--- config.mk ---
export PLATFORM = sky130hd
export DESIGN_NAME = uidc_top
export DESIGN_NICKNAME = d
export VERILOG_FILES = /design/src/logic/uidc_pkg.sv /design/src/logic/uidc_ev_if.sv /design/src/logic/uidc_top.sv /design/src/logic/uidc_prio.sv /design/src/logic/uidc_rx_timeout.sv
export SDC_FILE = /design/constraint.sdc
export NUM_CORES = 1
export LEC_CHECK = 0
export ABC_CLOCK_PERIOD_IN_PS = 3700
export BUFFER_PORTS_ARGS = -buffer_cell sky130_fd_sc_hd__buf_2
export CAP_MARGIN = 10
export CORE_MARGIN = 4
export CORE_UTILIZATION = 45
export DETAILED_ROUTE_END_ITERATION = 12
export PLACE_DENSITY = 0.76
export REMOVE_ABC_BUFFERS = 1
export SLEW_MARGIN = 20
export SYNTH_ARGS = -nofsm -noshare
export SYNTH_HDL_FRONTEND = slang
export SYNTH_SLANG_ARGS = --single-unit
--- constraint.sdc ---
create_clock -name clk -period 3.7 [get_ports clk]
set_input_delay 0.37 -clock clk [delete_from_list [all_inputs] [get_ports clk]]
set_output_delay 0.37 -clock clk [all_outputs]
set_load 0.02 [all_outputs]
--- src/logic/uidc_pkg.sv ---
// constants, register map and helpers for the uart interrupt and divisor control block
package uidc_pkg;
	// receive and transmit fifo level width (256 entries plus full)
	localparam int LVL_W = 9;
	localparam int TMO_W = 10;

	// register addresses, on the 4-bit register port
	localparam logic [3:0] A_DATA = 4'h0;
	localparam logic [3:0] A_IEN = 4'h1;
	localparam logic [3:0] A_ISR = 4'h2;
	localparam logic [3:0] A_LFR = 4'h3;
	localparam logic [3:0] A_MCR = 4'h4;
	localparam logic [3:0] A_LSR = 4'h5;
	localparam logic [3:0] A_MSR = 4'h6;
	localparam logic [3:0] A_FEATURE_CONTROL_REG = 4'h8;
	localparam logic [3:0] A_EFR = 4'h9;
	localparam logic [3:0] A_SUM = 4'hA;

	// field positions
	localparam int LFR_DLAB = 7;
	localparam int DFM_POL = 7;
	localparam int DFM_MDROP = 6;
	localparam int DFM_PCHK = 5;
	localparam int DFM_FIR = 4;
	localparam int EFR_ACTS = 7;
	localparam int EFR_ARTS = 6;
	localparam int EFR_ENH = 4;
	localparam int MCR_PSEL = 2;
	localparam int FEATURE_CONTROL_REG_A485 = 5;
	localparam int FCR_FEN = 0;
	localparam int IEN_RX = 0;
	localparam int IEN_TX = 1;
	localparam int IEN_LS = 2;
	localparam int IEN_MS = 3;
	localparam int IEN_XOFF = 5;
	localparam int IEN_RTS = 6;
	localparam int IEN_CTS = 7;

	// reset values
	localparam logic [7:0] RST_REG = 8'h00;

	// interrupt sources, index is priority level minus one
	localparam int N_SRC = 7;
	localparam logic [2:0] SRC_LS = 3'h0;
	localparam logic [2:0] SRC_RX = 3'h1;
	localparam logic [2:0] SRC_TMO = 3'h2;
	localparam logic [2:0] SRC_TX = 3'h3;
	localparam logic [2:0] SRC_MS = 3'h4;
	localparam logic [2:0] SRC_XSP = 3'h5;
	localparam logic [2:0] SRC_FLOW = 3'h6;
	localparam logic [2:0] SRC_NONE = 3'h7;

	// status codes in interrupt status bits 5:0
	localparam logic [5:0] CODE_LS = 6'h06;
	localparam logic [5:0] CODE_RX = 6'h04;
	localparam logic [5:0] CODE_TMO = 6'h0C;
	localparam logic [5:0] CODE_TX = 6'h02;
	localparam logic [5:0] CODE_MS = 6'h00;
	localparam logic [5:0] CODE_XSP = 6'h10;
	localparam logic [5:0] CODE_FLOW = 6'h20;
	localparam logic [5:0] CODE_NONE = 6'h01;

	// infrared pulse width in sixteenths of a bit
	localparam logic [2:0] IR_W_SLOW = 3'h3;
	localparam logic [2:0] IR_W_FAST = 3'h4;

	// receive timeout: characters and extra bit times
	localparam int TMO_CHARS = 4;
	localparam int TMO_BITS = 12;
	localparam int FRAME_EXTRA = 2;
	localparam int DATA_MIN = 5;

	// map a source to its status code
	function automatic logic [5:0] src_code(input logic [2:0] s);
		case (s)
			SRC_LS: src_code = CODE_LS;
			SRC_RX: src_code = CODE_RX;
			SRC_TMO: src_code = CODE_TMO;
			SRC_TX: src_code = CODE_TX;
			SRC_MS: src_code = CODE_MS;
			SRC_XSP: src_code = CODE_XSP;
			SRC_FLOW: src_code = CODE_FLOW;
			default: src_code = CODE_NONE;
		endcase
	endfunction

	// timeout length in bit times for the word length field
	function automatic logic [TMO_W-1:0] tmo_limit(input logic [1:0] wl);
		tmo_limit = TMO_W'(TMO_CHARS * (DATA_MIN + int'(wl) + FRAME_EXTRA) + TMO_BITS);
	endfunction
endpackage

--- src/logic/uidc_ev_if.sv ---
// event, priority and timeout signals shared inside the block
`timescale 1ns/100ps
interface uidc_ev_if;
	logic [6:0] act;
	logic [2:0] sel;
	logic [5:0] code;
	logic arm;
	logic tick;
	logic clr;
	logic fire;
	logic [9:0] limit;
	modport ctl(output act, arm, tick, clr, limit, input sel, code, fire);
	modport pri(input act, output sel, code);
	modport tmo(input arm, tick, clr, limit, output fire);
endinterface

--- src/logic/uidc_top.sv ---
// uart channel interrupt enable, priority, status and divisor mode control
// Contract
// RULE_01 - divisor registers visible only while divisor-select bit is set
// RULE_02 - direction pin high on transmit, low on receive; polarity bit inverts
// RULE_03 - multidrop bit selects 9-bit address operation
// RULE_04 - parity check bit drops flow characters with parity errors
// RULE_05 - infrared pulse is 3/16 bit, or 1/4 bit in fast mode
// RULE_06 - receive available follows fifo level versus trigger
// RULE_07 - data ready set when fifo holds a character, cleared when empty
// RULE_08 - line status bits report overrun, top errors, transmit empties, fifo error
// RULE_09 - enabled rising edge of clear-to-send or request-to-send interrupts
// RULE_10 - enable bit 5 gates the received xoff interrupt; bit 4 reserved
// RULE_11 - enable bit 3 raises modem interrupt on any delta bit
// RULE_12 - line error interrupts on receipt and again at fifo top
// RULE_13 - error bits 4 to 1 describe only the top character
// RULE_14 - transmit ready on empty holding, trigger fall, or fifo empty
// RULE_15 - enable bit 0 raises receive ready on data or trigger
// RULE_16 - status shows only the highest pending source until serviced
// RULE_17 - fixed status codes for seven levels, 0x01 when none
// RULE_18 - timeout after four characters plus twelve bits below trigger
// RULE_19 - auto flow pin rises flag a flow-pin change, pair chosen by modem bit 2
// RULE_20 - wake indication set on sleep exit, cleared by summary read
// RULE_21 - each source cleared by its own register access
// RULE_22 - status bits 7:6 show fifo enable, bit 0 low while pending
// RULE_23 - events stay pending until cleared; interrupt when enabled one pending
// RULE_24 - multidrop forces parity 0 and reports address bytes as parity errors
//
// Decided for this implementation: the address map and the strobed register port.
`timescale 1ns/100ps
module uidc_top #(
	parameter int LVL_W = uidc_pkg::LVL_W
) (
	// clock and reset
	input wire logic clk,
	input wire logic sys_rst,
	// register port
	input wire logic [3:0] addr,
	input wire logic [7:0] wr_data,
	input wire logic wr_stb,
	input wire logic rd_stb,
	output logic [7:0] rd_data,
	// receive path
	input wire logic [LVL_W-1:0] rx_level,
	input wire logic [LVL_W-1:0] rx_trig,
	input wire logic rx_push,
	input wire logic [3:0] rx_push_err,
	input wire logic [3:0] rx_top_err,
	input wire logic rx_fifo_err,
	input wire logic [7:0] rx_char,
	output logic rx_pop,
	// transmit path
	input wire logic [LVL_W-1:0] tx_level,
	input wire logic [LVL_W-1:0] tx_trig,
	input wire logic tx_shift_empty,
	input wire logic tx_active,
	output logic tx_push,
	output logic [7:0] tx_data,
	// modem and flow pins
	input wire logic cts_n,
	input wire logic dsr_n,
	input wire logic rts_n,
	input wire logic dtr_n,
	input wire logic [3:0] msr_delta,
	input wire logic [3:0] msr_state,
	input wire logic flow_char,
	input wire logic flow_char_xoff,
	input wire logic flow_par_err,
	input wire logic special_char,
	output logic flow_char_ok,
	// timing and power
	input wire logic bit_tick,
	input wire logic sleep_exit,
	// mode and divisor outputs
	output logic [7:0] div_low,
	output logic [7:0] div_high,
	output logic [3:0] div_frac,
	output logic dir_pin,
	output logic multidrop_en,
	output logic force_parity_zero,
	output logic [2:0] ir_pulse_16ths,
	output logic [7:0] line_format,
	output logic [7:0] modem_ctrl,
	output logic [7:0] fifo_ctrl,
	output logic [7:0] enh_feat,
	output logic [7:0] feat_ctrl,
	// interrupt and wake
	output logic irq,
	output logic wake_ind
);
	import uidc_pkg::*;

	uidc_ev_if ev ();

	logic [7:0] ier_q;
	logic [7:0] dfm_q;
	logic ls_pend_q;
	logic tx_pend_q;
	logic ms_pend_q;
	logic xsp_pend_q;
	logic flow_pend_q;
	logic top_err_q;
	logic tx_below_q;
	logic tx_empty_q;
	logic pin_in_q;
	logic pin_out_q;
	logic [7:0] rd_d;
	logic dlab;
	logic fifo_en;
	logic rhr_rd;
	logic thr_wr;
	logic isr_rd;
	logic lsr_rd;
	logic msr_rd;
	logic sum_rd;
	logic rx_hit;
	logic ls_set;
	logic tx_below;
	logic tx_empty;
	logic tx_set;
	logic xsp_set;
	logic pin_in;
	logic pin_out;
	logic flow_set;
	logic enh;

	// access decode; the divisor latch shadows data, enable and status
	assign dlab = line_format[LFR_DLAB]; // RULE_01
	assign fifo_en = fifo_ctrl[FCR_FEN];
	assign enh = enh_feat[EFR_ENH];
	assign rhr_rd = rd_stb && addr == A_DATA && !dlab;
	assign thr_wr = wr_stb && addr == A_DATA && !dlab;
	assign isr_rd = rd_stb && addr == A_ISR && !dlab;
	assign lsr_rd = rd_stb && addr == A_LSR;
	assign msr_rd = rd_stb && addr == A_MSR;
	assign sum_rd = rd_stb && addr == A_SUM;

	// configuration registers written by software
	always_ff @(posedge clk or posedge sys_rst) begin
		if (sys_rst) begin
			div_low <= RST_REG;
			div_high <= RST_REG;
			dfm_q <= RST_REG;
			ier_q <= RST_REG;
			line_format <= RST_REG;
			modem_ctrl <= RST_REG;
			enh_feat <= RST_REG;
			feat_ctrl <= RST_REG;
		end else if (wr_stb) begin
			case (addr)
				A_DATA: if (dlab) div_low <= wr_data; // RULE_01
				A_IEN: begin
					if (dlab) begin
						div_high <= wr_data; // RULE_01
					end else begin
						ier_q <= wr_data & 8'hEF; // RULE_10
					end
				end
				A_ISR: if (dlab) dfm_q <= wr_data; // RULE_01
				A_LFR: line_format <= wr_data;
				A_MCR: modem_ctrl <= wr_data;
				A_FEATURE_CONTROL_REG: feat_ctrl <= wr_data;
				A_EFR: enh_feat <= wr_data;
				default: ;
			endcase
		end
	end

	// fifo control is write only; reset bits last one cycle, bit 0 gates the rest
	always_ff @(posedge clk or posedge sys_rst) begin
		if (sys_rst) begin
			fifo_ctrl <= RST_REG;
		end else if (wr_stb && addr == A_ISR && !dlab) begin
			fifo_ctrl <= wr_data[FCR_FEN] ? wr_data : RST_REG;
		end else begin
			fifo_ctrl <= fifo_ctrl & 8'hF9;
		end
	end

	// mode outputs decoded from the fraction/mode register
	always_ff @(posedge clk or posedge sys_rst) begin
		if (sys_rst) begin
			div_frac <= 4'h0;
			dir_pin <= 1'b0;
			multidrop_en <= 1'b0;
			force_parity_zero <= 1'b0;
			ir_pulse_16ths <= IR_W_SLOW;
		end else begin
			div_frac <= dfm_q[3:0];
			dir_pin <= tx_active ^ dfm_q[DFM_POL]; // RULE_02
			multidrop_en <= dfm_q[DFM_MDROP]; // RULE_03
			force_parity_zero <= dfm_q[DFM_MDROP]; // RULE_24
			ir_pulse_16ths <= dfm_q[DFM_FIR] ? IR_W_FAST : IR_W_SLOW; // RULE_05
		end
	end

	// flow characters with parity errors are dropped only when checking is on
	always_ff @(posedge clk or posedge sys_rst) begin
		if (sys_rst) begin
			flow_char_ok <= 1'b0;
		end else begin
			flow_char_ok <= flow_char && !(dfm_q[DFM_PCHK] && flow_par_err); // RULE_04
		end
	end

	// data strobes towards the fifos
	always_ff @(posedge clk or posedge sys_rst) begin
		if (sys_rst) begin
			rx_pop <= 1'b0;
			tx_push <= 1'b0;
			tx_data <= 8'h00;
		end else begin
			rx_pop <= rhr_rd;
			tx_push <= thr_wr;
			if (thr_wr) tx_data <= wr_data;
		end
	end

	// receive ready is a live level: it drops as soon as the fifo falls below
	assign rx_hit = fifo_en ? (rx_level >= rx_trig) : (rx_level != '0); // RULE_06 RULE_15

	// line errors flag on receipt and again when an errored byte reaches the top
	assign ls_set = (rx_push && |rx_push_err) || (|rx_top_err && !top_err_q); // RULE_12
	always_ff @(posedge clk or posedge sys_rst) begin
		if (sys_rst) begin
			top_err_q <= 1'b0;
			ls_pend_q <= 1'b0;
		end else begin
			top_err_q <= |rx_top_err;
			if (ls_set) begin
				ls_pend_q <= 1'b1; // RULE_23
			end else if (lsr_rd) begin
				ls_pend_q <= 1'b0; // RULE_21
			end
		end
	end

	// transmit ready: fall below trigger, then empty; half duplex waits for shift empty
	assign tx_below = tx_level < tx_trig;
	assign tx_empty = (tx_level == '0) && (!feat_ctrl[FEATURE_CONTROL_REG_A485] || tx_shift_empty);
	assign tx_set = fifo_en ? ((tx_below && !tx_below_q) || (tx_empty && !tx_empty_q)) :
		(tx_empty && !tx_empty_q); // RULE_14
	always_ff @(posedge clk or posedge sys_rst) begin
		if (sys_rst) begin
			tx_below_q <= 1'b1;
			tx_empty_q <= 1'b1;
			tx_pend_q <= 1'b0;
		end else begin
			tx_below_q <= tx_below;
			tx_empty_q <= tx_empty;
			if (tx_set) begin
				tx_pend_q <= 1'b1;
			end else if (thr_wr || (isr_rd && ev.sel == SRC_TX)) begin
				tx_pend_q <= 1'b0; // RULE_21
			end
		end
	end

	// modem deltas, xoff/special and wake are sticky until their clearing access
	assign xsp_set = (flow_char && flow_char_xoff && !(dfm_q[DFM_PCHK] && flow_par_err)) ||
		special_char; // RULE_10 RULE_04
	always_ff @(posedge clk or posedge sys_rst) begin
		if (sys_rst) begin
			ms_pend_q <= 1'b0;
			xsp_pend_q <= 1'b0;
			wake_ind <= 1'b0;
		end else begin
			if (|msr_delta) begin
				ms_pend_q <= 1'b1; // RULE_11
			end else if (msr_rd) begin
				ms_pend_q <= 1'b0; // RULE_21
			end
			if (xsp_set) begin
				xsp_pend_q <= 1'b1; // RULE_10
			end else if (isr_rd && ev.sel == SRC_XSP) begin
				xsp_pend_q <= 1'b0; // RULE_21
			end
			if (sleep_exit) begin
				wake_ind <= 1'b1; // RULE_20
			end else if (sum_rd) begin
				wake_ind <= 1'b0; // RULE_20
			end
		end
	end

	// flow pin rising edges; modem bit 2 picks the dsr/dtr pair over cts/rts
	assign pin_in = modem_ctrl[MCR_PSEL] ? dsr_n : cts_n;
	assign pin_out = modem_ctrl[MCR_PSEL] ? dtr_n : rts_n;
	assign flow_set = (pin_in && !pin_in_q && (enh_feat[EFR_ACTS] || ier_q[IEN_CTS])) ||
		(pin_out && !pin_out_q && (enh_feat[EFR_ARTS] || ier_q[IEN_RTS])); // RULE_09 RULE_19
	always_ff @(posedge clk or posedge sys_rst) begin
		if (sys_rst) begin
			pin_in_q <= 1'b1;
			pin_out_q <= 1'b1;
			flow_pend_q <= 1'b0;
		end else begin
			pin_in_q <= pin_in;
			pin_out_q <= pin_out;
			if (flow_set) begin
				flow_pend_q <= 1'b1;
			end else if (msr_rd) begin
				flow_pend_q <= 1'b0; // RULE_21
			end
		end
	end

	// timeout runs while data waits below the trigger in fifo mode
	assign ev.arm = fifo_en && rx_level != '0 && rx_level < rx_trig; // RULE_18
	assign ev.tick = bit_tick;
	assign ev.clr = rx_push || rhr_rd; // RULE_21
	assign ev.limit = tmo_limit(line_format[1:0]);

	uidc_rx_timeout u_tmo (
		.clk(clk),
		.sys_rst(sys_rst),
		.ev(ev.tmo)
	);

	// mask pending events with their enables, ranked by index
	assign ev.act[SRC_LS] = ls_pend_q && ier_q[IEN_LS];
	assign ev.act[SRC_RX] = rx_hit && ier_q[IEN_RX]; // RULE_15
	assign ev.act[SRC_TMO] = ev.fire && ier_q[IEN_RX];
	assign ev.act[SRC_TX] = tx_pend_q && ier_q[IEN_TX];
	assign ev.act[SRC_MS] = ms_pend_q && ier_q[IEN_MS]; // RULE_11
	assign ev.act[SRC_XSP] = xsp_pend_q && enh && ier_q[IEN_XOFF]; // RULE_10
	assign ev.act[SRC_FLOW] = flow_pend_q && enh && |ier_q[IEN_CTS:IEN_RTS]; // RULE_09

	uidc_prio u_prio (
		.clk(clk),
		.sys_rst(sys_rst),
		.ev(ev.pri)
	);

	// channel interrupt while any enabled event is pending
	always_ff @(posedge clk or posedge sys_rst) begin
		if (sys_rst) begin
			irq <= 1'b0;
		end else begin
			irq <= |ev.act; // RULE_23
		end
	end

	// read data mux; error bits describe only the top byte
	always_comb begin
		rd_d = 8'h00;
		case (addr)
			A_DATA: rd_d = dlab ? div_low : rx_char;
			A_IEN: rd_d = dlab ? div_high : ier_q;
			A_ISR: rd_d = dlab ? dfm_q : {fifo_en, fifo_en, ev.code}; // RULE_22 RULE_17
			A_LFR: rd_d = line_format;
			A_MCR: rd_d = modem_ctrl;
			A_LSR: rd_d = {rx_fifo_err, (tx_level == '0) && tx_shift_empty,
				tx_level == '0, rx_top_err, rx_level != '0}; // RULE_07 RULE_08 RULE_13
			A_MSR: rd_d = {msr_state, msr_delta};
			A_FEATURE_CONTROL_REG: rd_d = feat_ctrl;
			A_EFR: rd_d = enh_feat;
			A_SUM: rd_d = {7'h00, wake_ind};
			default: rd_d = 8'h00;
		endcase
	end

	// read data stand in the cycle after the strobe only
	always_ff @(posedge clk or posedge sys_rst) begin
		if (sys_rst) begin
			rd_data <= 8'h00;
		end else begin
			rd_data <= rd_stb ? rd_d : 8'h00;
		end
	end

	chk_div_low_window: assert property (@(posedge clk) disable iff (sys_rst) // RULE_01
		(wr_stb && addr == A_DATA && dlab) |=> (div_low == $past(wr_data) && !tx_push))
		else $error("divisor low not written under divisor select");
	chk_dir_pin_level: assert property (@(posedge clk) disable iff (sys_rst) // RULE_02
		(tx_active && !dfm_q[DFM_POL]) |=> dir_pin)
		else $error("direction pin not high while transmitting");
	chk_irq_follows_act: assert property (@(posedge clk) disable iff (sys_rst) // RULE_23
		(|ev.act) |=> irq)
		else $error("interrupt missing with enabled pending event");
	chk_lsr_on_error: assert property (@(posedge clk) disable iff (sys_rst) // RULE_12
		(rx_push && |rx_push_err) |=> ls_pend_q)
		else $error("line status not pending after errored receipt");
	chk_tx_write_clear: assert property (@(posedge clk) disable iff (sys_rst) // RULE_21
		(thr_wr && !tx_set) |=> !tx_pend_q)
		else $error("transmit ready survived holding write");
	chk_wake_hold_clear: assert property (@(posedge clk) disable iff (sys_rst) // RULE_20
		!sleep_exit |=> wake_ind == ($past(wake_ind) && !$past(sum_rd)))
		else $error("wake indication not held until summary read");
	chk_isr_read_code: assert property (@(posedge clk) disable iff (sys_rst) // RULE_22
		(isr_rd && ev.act == 7'h00 && ev.sel == SRC_NONE) |=> rd_data[0] == 1'b1)
		else $error("status bit 0 low with nothing pending");
	chk_flow_parity_drop: assert property (@(posedge clk) disable iff (sys_rst) // RULE_04
		(flow_char && flow_par_err && dfm_q[DFM_PCHK]) |=> !flow_char_ok)
		else $error("errored flow character accepted under check");
endmodule

--- src/logic/uidc_prio.sv ---
// priority selector: holds the presented source until it is serviced
`timescale 1ns/100ps
module uidc_prio (
	// clock and reset
	input wire logic clk,
	input wire logic sys_rst,
	// sources and selection
	uidc_ev_if.pri ev
);
	import uidc_pkg::*;

	logic [2:0] sel_d;

	// keep the current source while still active, else take the highest
	always_comb begin
		sel_d = SRC_NONE;
		if (ev.sel != SRC_NONE && ev.act[ev.sel]) begin
			sel_d = ev.sel; // RULE_16
		end else begin
			for (int i = N_SRC - 1; i >= 0; i--) begin
				if (ev.act[i]) begin
					sel_d = 3'(i);
				end
			end
		end
	end

	// selection and code come from flops so a read sees a stable value
	always_ff @(posedge clk or posedge sys_rst) begin
		if (sys_rst) begin
			ev.sel <= SRC_NONE;
			ev.code <= CODE_NONE;
		end else begin
			ev.sel <= sel_d;
			ev.code <= src_code(sel_d); // RULE_17
		end
	end

	chk_prio_hold_source: assert property (@(posedge clk) disable iff (sys_rst) // RULE_16
		(ev.sel != SRC_NONE && ev.act[ev.sel]) |=> ev.sel == $past(ev.sel))
		else $error("presented source changed before service");
	chk_prio_none_code: assert property (@(posedge clk) disable iff (sys_rst) // RULE_17
		(ev.act == 7'h00) |=> (ev.sel == SRC_NONE && ev.code == CODE_NONE))
		else $error("no source pending but code not none");
endmodule

--- src/logic/uidc_rx_timeout.sv ---
// receive timeout: counts bit times while data waits below trigger
`timescale 1ns/100ps
module uidc_rx_timeout (
	// clock and reset
	input wire logic clk,
	input wire logic sys_rst,
	// arm, tick, clear and fire
	uidc_ev_if.tmo ev
);
	import uidc_pkg::*;

	logic [TMO_W-1:0] cnt_q;

	// count bit ticks; any receive push or read restarts the wait
	always_ff @(posedge clk or posedge sys_rst) begin
		if (sys_rst) begin
			cnt_q <= '0;
			ev.fire <= 1'b0;
		end else if (ev.clr || !ev.arm) begin
			cnt_q <= '0;
			ev.fire <= 1'b0;
		end else if (ev.tick && !ev.fire) begin
			cnt_q <= cnt_q + 1'b1;
			ev.fire <= (cnt_q + 1'b1) >= ev.limit; // RULE_18
		end
	end

	chk_tmo_clear_drop: assert property (@(posedge clk) disable iff (sys_rst) // RULE_18
		ev.clr |=> !ev.fire)
		else $error("timeout still flagged after clear");
	chk_tmo_fire_limit: assert property (@(posedge clk) disable iff (sys_rst) // RULE_18
		$rose(ev.fire) |-> cnt_q == ev.limit)
		else $error("timeout fired at wrong count");
endmodule

==> results of run 1 <==
-- where the power goes --
group	total (mW)	internal, mW	switching (mW)
clock	1.56	0.918	0.638
combinational	1.35	0.550	0.799
sequential	1.98	1.72	0.259
-- cells in the final DEF, fill, tap and decap left out, types with 4 or more instances in the layout --
| master | n |
|---|---|
| buf_2 | 176 |
| dfrtp_1 | 121 |
| mux2_2 | 59 |
| nand2_1 | 49 |
| nor2_1 | 34 |
| inv_1 | 26 |
| ha_1 | 26 |
| mux2_1 | 21 |
| o21ai_0 | 17 |
| clkbuf_16 | 17 |
| a21oi_1 | 16 |
| a221oi_1 | 14 |
| nand3_1 | 12 |
| xor2_1 | 12 |
| nor2b_1 | 11 |
| nor3_1 | 11 |
| mux2i_1 | 11 |
| nand2b_1 | 10 |
| o21ai_1 | 9 |
| a22oi_1 | 9 |
| dfstp_2 | 9 |
| xnor2_1 | 8 |
| a21o_1 | 7 |
| a31oi_1 | 7 |
| nand4_1 | 6 |
| clkinv_2 | 6 |
| nor3_2 | 5 |
| nor4_1 | 5 |
| a32oi_1 | 5 |
| and2_1 | 4 |
| and3_1 | 4 |
| a211oi_1 | 4 |
| nand3b_1 | 4 |
-- registers in the layout, summed over array words and instances (netlist names), 2 cells and up --
name,count
rd_data,8
enh_feat,8
ir_pulse_16ths,2
line_format,8
u_prio.ev.sel,3
tx_data,8
feat_ctrl,8
ier_q,7
u_prio.ev.code,6
dfm_q,8
div_high,8
div_low,8
div_frac,4
fifo_ctrl,8
u_tmo.cnt_q,10
modem_ctrl,8
-- routing by layer --
| metal | up-vias | global-route usage, % | routed length [um] |
|---|---|---|---|
| met3 | 36 | 6.224 | 1506 |
| met4 | 0 | 6.540 | 431 |
| met2 | 255 | 36.15 | 9245 |
| met5 | - | 0 | 0 |
| met1 | 2781 | 32.67 | 8435 |
| li1 | 2526 | - | - |
-- per-stage QoR --
stage          hold slack, ns  std cells  TNS (ns)  setup slack [ns]  instance area (um2)
2_1_floorplan          0.3651        573    -15.06           -0.1245                 6544
3_3_place_gp           0.3878        937         0             1.319                 7700
3_5_place_dp           0.3901        937         0             1.288                 7700
4_1_cts                0.1246        969         0             1.297                 8247
5_1_grt                0.1173        969         0             1.143                 8247
6_report               0.1092        970         0             1.310                 8249
-- cells by family (layout without fill, tap and decap cells) --
kind of cell / after synthesis / count (layout) / share of synthesized area (%)
adders and majority gates: 26 / 26 / 4.884
buffers and inverters: 52 / 239 / 3.287
AOI/OAI and AO/OA: 111 / 111 / 11.91
xor gates and xnor gates: 20 / 20 / 2.630
DFF: 130 / 130 / 49.00
and+or+nand+nor: 168 / 168 / 13.11
muxes: 91 / 91 / 15.18
other: 0 / 1 / 0
-- critical path: stages (launching register included) --
cell	delay [ns]
dfrtp_1	0.48
inv_1	0.11
ha_1	0.31
xor2_1	0.15
ha_1	0.27
a21boi_0	0.12
o21ai_0	0.16
nand2b_1	0.08
a2111oi_0	0.44
a211oi_1	0.14
-- cell type report --
class                           instances  area share [%]
Inverter                               27           1.259
Sequential cell                       130           39.57
Multi-Input combinational cell        416           38.53
Antenna cell                            1         0.03034
Timing Repair Buffer                  180           11.19
Clock inverter                         14           1.426
Clock buffer                           18           5.202
Tap cell                              184           2.791
-- Yosys cell counts (all sizes together), types with 6 or more instances --
library cell and instances:
nor2 37, dfstp 9, nor3 16, a21oi 16
xor2 12, mux2 80, nand2b 10, dfrtp 121
a31oi 7, a22oi 9, a21o 7, a221oi 14
ha 26, nand2 50, nor4 6, nor2b 11
mux2i 11, o21ai 26, nand4 6, a32oi 6
nand3 12, xnor2 8, inv 27, buf 21
-- how the worst min path moves through the flow --
stage	to	depth (start not counted)	slack, ns	startpoint
4_1_cts	dir_pin	2	0.12	tx_active
6_report	force_parity_zero	2	0.11	sys_rst
2_1_floorplan	div_frac[0]	0	0.37	dfm_q[0]
3_5_place_dp	force_parity_zero	0	0.39	dfm_q[6]
5_1_grt	dir_pin	2	0.12	tx_active
3_3_place_gp	div_frac[0]	0	0.39	dfm_q[0]
==> results_dict.tcl, run 1 <==
set metrics [dict create \
    fp-row-count 44 \
    crit_path_max_fanout 7 \
    synth_ff_type "dfrtp_1" \
    power.total_mw 4.886 \
    drtPass1Iterations 5 \
    status "finished, final reports clean" \
    synth-seq-area-share_pct 49.00 \
    seqCellArea_mm2 0.003264 \
    synth_cell_types 61 \
    r2r_start "line_format[0]" \
    p_leak_nw 3.989 \
    fp.dieH_um 129.7 \
    r2r_setup_slack_ns 1.31 \
    setup_violations 0 \
    dieWidth_um 129.7 \
    cellPowerDensity_mw_per_mm2 592.4 \
    drc 0 \
    relSlewSlack_pct 47.88 \
    overflow 0 \
    fp.dieArea_mm2 0.01681 \
    crit_required_ns 3.98 \
    critPathCaptureType "register" \
    synth_area_leaders "dfrtp_1, mux2_2, ha_1, dfstp_2, mux2_1" \
    grt_pass1_vias 5420 \
    rsz0062_at_grt "false" \
    synth_cells 598 \
    io_pins 177 \
    htreeDepth 4 \
    drtAntennaViolNets 0 \
    hold_class "input port to async pin" \
    fillers 1275 \
    syn_to_final_growth_pct 23.84 \
    timing.final.crit_share_pct 64.60 \
    routedWlPerCell_um 20.23 \
    grt_util_all_layers_pct 23.38 \
    critPathKind "register to register" \
    hold_viol 0 \
    dp_hpwl_mm 14.22 \
    multi_input_comb_area_mm2 0.003178 \
    startpoint "line_format[0]" \
    skew_ns 0.01273 \
    grt_pass1_wl_mm 29.95 \
    rr_worst_depth 9 \
    synth.avg_cell_area_um2 11.14 \
    drv_slew 0 \
    reg2reg_to "u_tmo.ev.fire" \
    clock_latency_ns 0.42 \
    clk_pin_slew_ns 0.06 \
    worstSetupEndpoint "u_tmo.ev.fire" \
    synth_async_sr_flop_share_pct 100.0 \
    maxCapViolCount 0 \
    viasPerCell 5.771 \
    fmax_ghz 0.4183 \
    cts_hold_buf 0 \
    gp_congestion 1.013 \
    cts_buffer_depth 2 \
    yosysTopAreaCell "dfrtp_1" \
    port_buffers 176 \
    layout-drive-gt1-share_pct 37.71 \
    synth_edf_count 0 \
    clock_sinks 130 \
    tightest_slew_ns 0.7817 \
    yosys.area.top_type_share_pct 45.45 \
    drt-initial-drc-count 447 \
    syn_area_mm2 0.006661 \
    ir_worst_vdd_v 0.0003933 \
    antenna_found_initial 0 \
    ys_seq_elements 130 \
    cts-root-buf "clkbuf_16" \
    start_util_pct 45.83 \
    grt_max_degree 69 \
    cts_tree "done" \
    period_minus_slack_ns 2.390 \
    final_nets 888 \
    crit_arrival_ns 2.67 \
    yosys_warnings 0 \
    cts_setup_buffers 0 \
    routed_wl_mm 19.62 \
    coreArea_mm2 0.01453 \
    vias 5598 \
    cts_resized 0 \
    numCtsBuffers 17 \
    cp-start-kind "register" \
    utilization_pct 56.76 \
]
No activity file was read; power rests on OpenSTA's default activity.
==> run 2, diff against run 1 <==
--- a/config.mk
+++ b/config.mk
@@ -5,13 +5,13 @@
 export SDC_FILE = /design/constraint.sdc
 export NUM_CORES = 1
 export LEC_CHECK = 0
-export ABC_CLOCK_PERIOD_IN_PS = 3700
+export ABC_CLOCK_PERIOD_IN_PS = 2500
 export BUFFER_PORTS_ARGS = -buffer_cell sky130_fd_sc_hd__buf_2
 export CAP_MARGIN = 10
 export CORE_MARGIN = 4
 export CORE_UTILIZATION = 45
 export DETAILED_ROUTE_END_ITERATION = 12
-export PLACE_DENSITY = 0.76
+export PLACE_DENSITY = 0.73
 export REMOVE_ABC_BUFFERS = 1
 export SLEW_MARGIN = 20
 export SYNTH_ARGS = -nofsm -noshare
==> constraint.sdc (replaced) <==
create_clock -name clk -period 2.5 [get_ports clk]
set_input_delay 0.25 -clock clk [delete_from_list [all_inputs] [get_ports clk]]
set_output_delay 0.25 -clock clk [all_outputs]
set_load 0.02 [all_outputs]
==> results_dict.tcl, run 2 (synthesis gave the netlist of run 1 again) <==
set metrics [dict create \
    fmax_ghz 0.4556 \
    final_nets 899 \
    layout-drive-gt1-share_pct 38.69 \
    routed_wl_mm 20.27 \
    crit_required_ns 2.86 \
    rsz0062_at_grt "false" \
    grt_max_degree 131 \
    p_leak_nw 4.065 \
    gp_congestion 0.9138 \
    worstSetupEndpoint "u_prio.ev.code[0]" \
    final_common_cell "buf_2" \
    drc 0 \
    critPathKind "register to register" \
    hold_class "input port to async pin" \
    cp-start-kind "register" \
    cts_tree "done" \
    routedWlPerCell_um 20.66 \
    viasPerCell 5.758 \
    drv_slew 0 \
    utilization_pct 57.77 \
    fp.dieArea_mm2 0.01681 \
    largest_reg_flops 10 \
    syn_to_final_growth_pct 26.05 \
    antenna_found_initial 0 \
    cts_setup_buffers 0 \
    cts-root-buf "clkbuf_16" \
    r2r_start "ier_q[7]" \
    critical_path.max_stage_delay_ns 0.40 \
    period_minus_slack_ns 2.195 \
    stdcell_area_mm2 0.008397 \
    cts_resized 0 \
    relSlewSlack_pct 52.82 \
    cts_hold_buf 0 \
    grt_pass1_vias 5736 \
    dieWidth_um 129.7 \
    clk_pin_slew_ns 0.06 \
    cts_buffer_depth 2 \
    hold_viol 7 \
    path_delay_family "compound AO/OA/AOI/OAI gates" \
    port_buffers 176 \
    violations "hold timing" \
    timing.final.crit_share_pct 87.79 \
    cp_num_buf_inv 0 \
    drtPass1Iterations 5 \
    grt_util_all_layers_pct 24.19 \
    coreArea_mm2 0.01453 \
    dpl-instance-area_mm2 0.007782 \
    layout_common_cells "buf_2, dfrtp_1, mux2_2, nand2_1, nor2_1" \
    skew_ns 0.007416 \
    reg2reg_to "u_prio.ev.code[0]" \
    cp_cell_sequence "o211ai_1, mux2i_1, a31oi_1, nor3b_2, and3_2, a32o_2, and2_1" \
    fp.dieH_um 129.7 \
    grt_pass1_wl_mm 30.82 \
    critPathCaptureType "register" \
    cellPowerDensity_mw_per_mm2 893.5 \
    cp_num_cells 7 \
    startpoint "ier_q[7]" \
    cpMaxStageDelayCell "dfrtp_1" \
    fp-row-count 44 \
    htreeDepth 4 \
    hold_ws_ns -0.008400 \
    overflow 0 \
    crit_arrival_ns 2.56 \
    tightest_slew_ns 0.7063 \
    clock_latency_ns 0.42 \
    clock_sinks 130 \
    start_util_pct 45.83 \
    status "complete, but fails checks" \
    drt-initial-drc-count 447 \
    ir_worst_vdd_v 0.0005679 \
    io_pins 177 \
    rr_worst_depth 7 \
    top_register "u_tmo.cnt_q" \
    setup-tns-final_ns 0 \
    vias 5649 \
    crit_path_max_fanout 4 \
    r2r_setup_slack_ns 0.31 \
    drtAntennaViolNets 0 \
    dp_hpwl_mm 15.27 \
    numCtsBuffers 17 \
    setup_violations 0 \
    maxCapViolCount 0 \
]
-- run 2: cell types whose count changed in the layout (fill, tap and decap cells not counted), sizes merged --
| cell | previous run | this run |
|---|---|---|
| clkinvlp | 3 | 4 |
| clkbuf | 18 | 17 |
| bufinv | 1 | 3 |
| buf | 180 | 191 |
| clkinv | 9 | 7 |
-- run 2: how the worst min path moves through the flow --
stage / startpoint / end / slack (ns) / cells after the start
5_1_grt: tx_active / dir_pin / 0.008 / 2
4_1_cts: tx_active / dir_pin / 0.002 / 2
2_1_floorplan: tx_active / dir_pin / 0.34 / 1
6_report: sys_rst / fifo_ctrl[3] / -0.008 / 3
3_5_place_dp: dfm_q[2] / div_frac[2] / 0.39 / 0
3_3_place_gp: dfm_q[0] / div_frac[0] / 0.38 / 0
-- run 2: power breakdown --
group / switching (mW) / internal [mW] / total [mW]
combinational: 1.22 / 0.841 / 2.06
sequential: 0.362 / 2.55 / 2.91
clock: 0.957 / 1.57 / 2.53
total: 2.54 / 4.97 / 7.50
-- run 2: final cells by class --
class | instances | area, um2
clock inverter | 15 | 186.4
tap | 184 | 230.2
timing repair buffer | 191 | 1006
sequential | 130 | 3264
clock buffer | 17 | 425.4
inverter | 27 | 103.9
fill | 1267 | 6137
multi-input combinational | 416 | 3178
antenna | 1 | 2.502
-- run 2: per-layer routing --
layer / global-route usage (%) / up-vias / share of wire [%]
li1: - / 2545 / -
met1: 31.33 / 2816 / 41
met2: 39.19 / 238 / 49
met3: 5.359 / 50 / 6.9
met4: 10.51 / 0 / 3.4
met5: 0 / - / 0
-- run 2: worst reg2reg max path, cell delays in order (launching register included) --
cell      delay [ns]
dfrtp_1         0.40
o211ai_1        0.38
mux2i_1         0.14
a31oi_1         0.37
nor3b_2         0.29
and3_2          0.26
a32o_2          0.16
and2_1          0.13
-- run 2: metrics by stage --
| stage | total power [mW] | worst slack [ns] | cells | hold slack, ns |
|---|---|---|---|---|
| floorplan | 4.160 | -1.204 | 573 | 0.3371 |
| global placement | 4.935 | 0.2864 | 948 | 0.3832 |
| detailed placement | 4.992 | 0.1773 | 948 | 0.3917 |
| CTS | 7.533 | 0.3316 | 980 | 0.001932 |
| global route | 7.852 | 0.09681 | 980 | 0.007857 |
| finish | 7.502 | 0.3052 | 981 | -0.008400 |
==> run 3, diff against run 2 <==
--- a/config.mk
+++ b/config.mk
@@ -10,6 +10,7 @@
 export CAP_MARGIN = 10
 export CORE_MARGIN = 4
 export CORE_UTILIZATION = 45
+export CTS_BUF_LIST = sky130_fd_sc_hd__clkbuf_4
 export DETAILED_ROUTE_END_ITERATION = 12
 export PLACE_DENSITY = 0.73
 export REMOVE_ABC_BUFFERS = 1
==> results_dict.tcl, run 3 (synthesis gave the netlist of run 1 again) <==
set metrics [dict create \
    grt_pass1_wl_mm 30.65 \
    fillers 1312 \
    grt_pass1_vias 5741 \
    fp.dieH_um 129.7 \
    overflow 0 \
    top_register "u_tmo.cnt_q" \
    drc 0 \
    coreArea_mm2 0.01453 \
    maxCapViolCount 0 \
    viasPerCell 5.760 \
    reg2reg_to "u_prio.ev.code[2]" \
    setup-tns-final_ns 0 \
    start_util_pct 45.83 \
    clock_sinks 130 \
    cp-start-kind "register" \
    relSlewSlack_pct 50.77 \
    cts_resized 0 \
    tightest_slew_ns 0.7385 \
    dp.cells 948 \
    worstSetupEndpoint "u_prio.ev.code[2]" \
    final_common_cell "buf_2" \
    multi_input_comb_area_mm2 0.003178 \
    dp_hpwl_mm 15.27 \
    critPathKind "register to register" \
    rsz0062_at_grt "false" \
    numCtsBuffers 17 \
    cts_hold_buf 20 \
    cts_setup_buffers 0 \
    cellPowerDensity_mw_per_mm2 786.0 \
    setup_violations 0 \
    hold_class "input port to register" \
    cts-root-buf "clkbuf_4" \
    grt_max_degree 131 \
    layout_common_cells "buf_2, dfrtp_1, mux2_2, nand2_1, nor2_1" \
    period_minus_slack_ns 2.178 \
    routed_wl_mm 20.40 \
    htreeDepth 4 \
    crit_arrival_ns 2.60 \
    cts_tree "done" \
    final_nets 919 \
    final_cells 1001 \
    status "finished, final reports clean" \
    routedWlPerCell_um 20.38 \
    drtAntennaViolNets 0 \
    p_leak_nw 4.017 \
    fp.dieArea_mm2 0.01681 \
    seqCellArea_mm2 0.003264 \
    holdPathStages 3 \
    skew_ns 0.01721 \
    hold_ws_ns 0.05163 \
    fmax_ghz 0.4591 \
    crit_required_ns 2.92 \
    rr_worst_depth 7 \
    fp-row-count 44 \
    layout-drive-gt1-share_pct 37.75 \
    critPathCaptureType "register" \
    r2r_start "ier_q[7]" \
    dpl-instance-area_mm2 0.007782 \
    startpoint "ier_q[7]" \
    syn_to_final_growth_pct 24.59 \
    gp_congestion 0.9138 \
    io_pins 177 \
    grt_util_all_layers_pct 24.04 \
    worst_slack_ns 0.3220 \
    drv_slew 0 \
    antenna_found_initial 0 \
    vias 5766 \
    stdcell_area_mm2 0.008299 \
    largest_reg_flops 10 \
    hold_viol 0 \
    clk_pin_slew_ns 0.12 \
    cts_buffer_depth 2 \
    r2r_setup_slack_ns 0.32 \
    crit_path_max_fanout 4 \
    utilization_pct 57.10 \
    drt-initial-drc-count 477 \
    timing.final.crit_share_pct 87.12 \
    drtPass1Iterations 5 \
    power.total_mw 6.523 \
    ir_worst_vdd_v 0.0006906 \
    clock_latency_ns 0.54 \
    dieWidth_um 129.7 \
    port_buffers 176 \
    dp_slack_ns 0.1773 \
]
-- run 3: critical path, cell delays in order, from the launching register on --
cell and delay [ns]:
dfrtp_1 0.42, o211ai_1 0.36, mux2i_1 0.14, a31oi_1 0.37
nor3b_2 0.28, and3_2 0.25, a32o_2 0.17, nor2_1 0.06
-- run 3: where the power goes --
part | total, mW | internal [mW] | switching [mW]
clock | 1.53 | 0.701 | 0.833
combinational | 2.09 | 0.866 | 1.22
sequential | 2.90 | 2.54 | 0.362
-- run 3: worst min path at each step --
stage	endpoint	startpoint	slack, ns
floorplan	dir_pin	tx_active	0.34
global placement	div_frac[0]	dfm_q[0]	0.38
detailed placement	div_frac[2]	dfm_q[2]	0.39
CTS	rx_pop	rd_stb	0.009
global route	rx_pop	rd_stb	0.02
finish	rx_pop	rd_stb	0.05
-- run 3: layout make-up --
cell class	count	share of cell area, %
sequential	130	39.33
multi-input combinational	416	38.29
timing repair buffer	211	14.53
tap	184	2.774
clock inverter	15	2.246
clock buffer	17	1.538
inverter	27	1.251
antenna	1	0.03015
-- run 3: routing by layer --
| metal | vias up | share of wire, % | global-route usage, % |
|---|---|---|---|
| met3 | 48 | 7.0 | 5.565 |
| met2 | 234 | 49 | 39.10 |
| met4 | 0 | 2.8 | 8.496 |
| met1 | 2890 | 41 | 31.72 |
| met5 | - | 0 | 0 |
| li1 | 2594 | - | - |
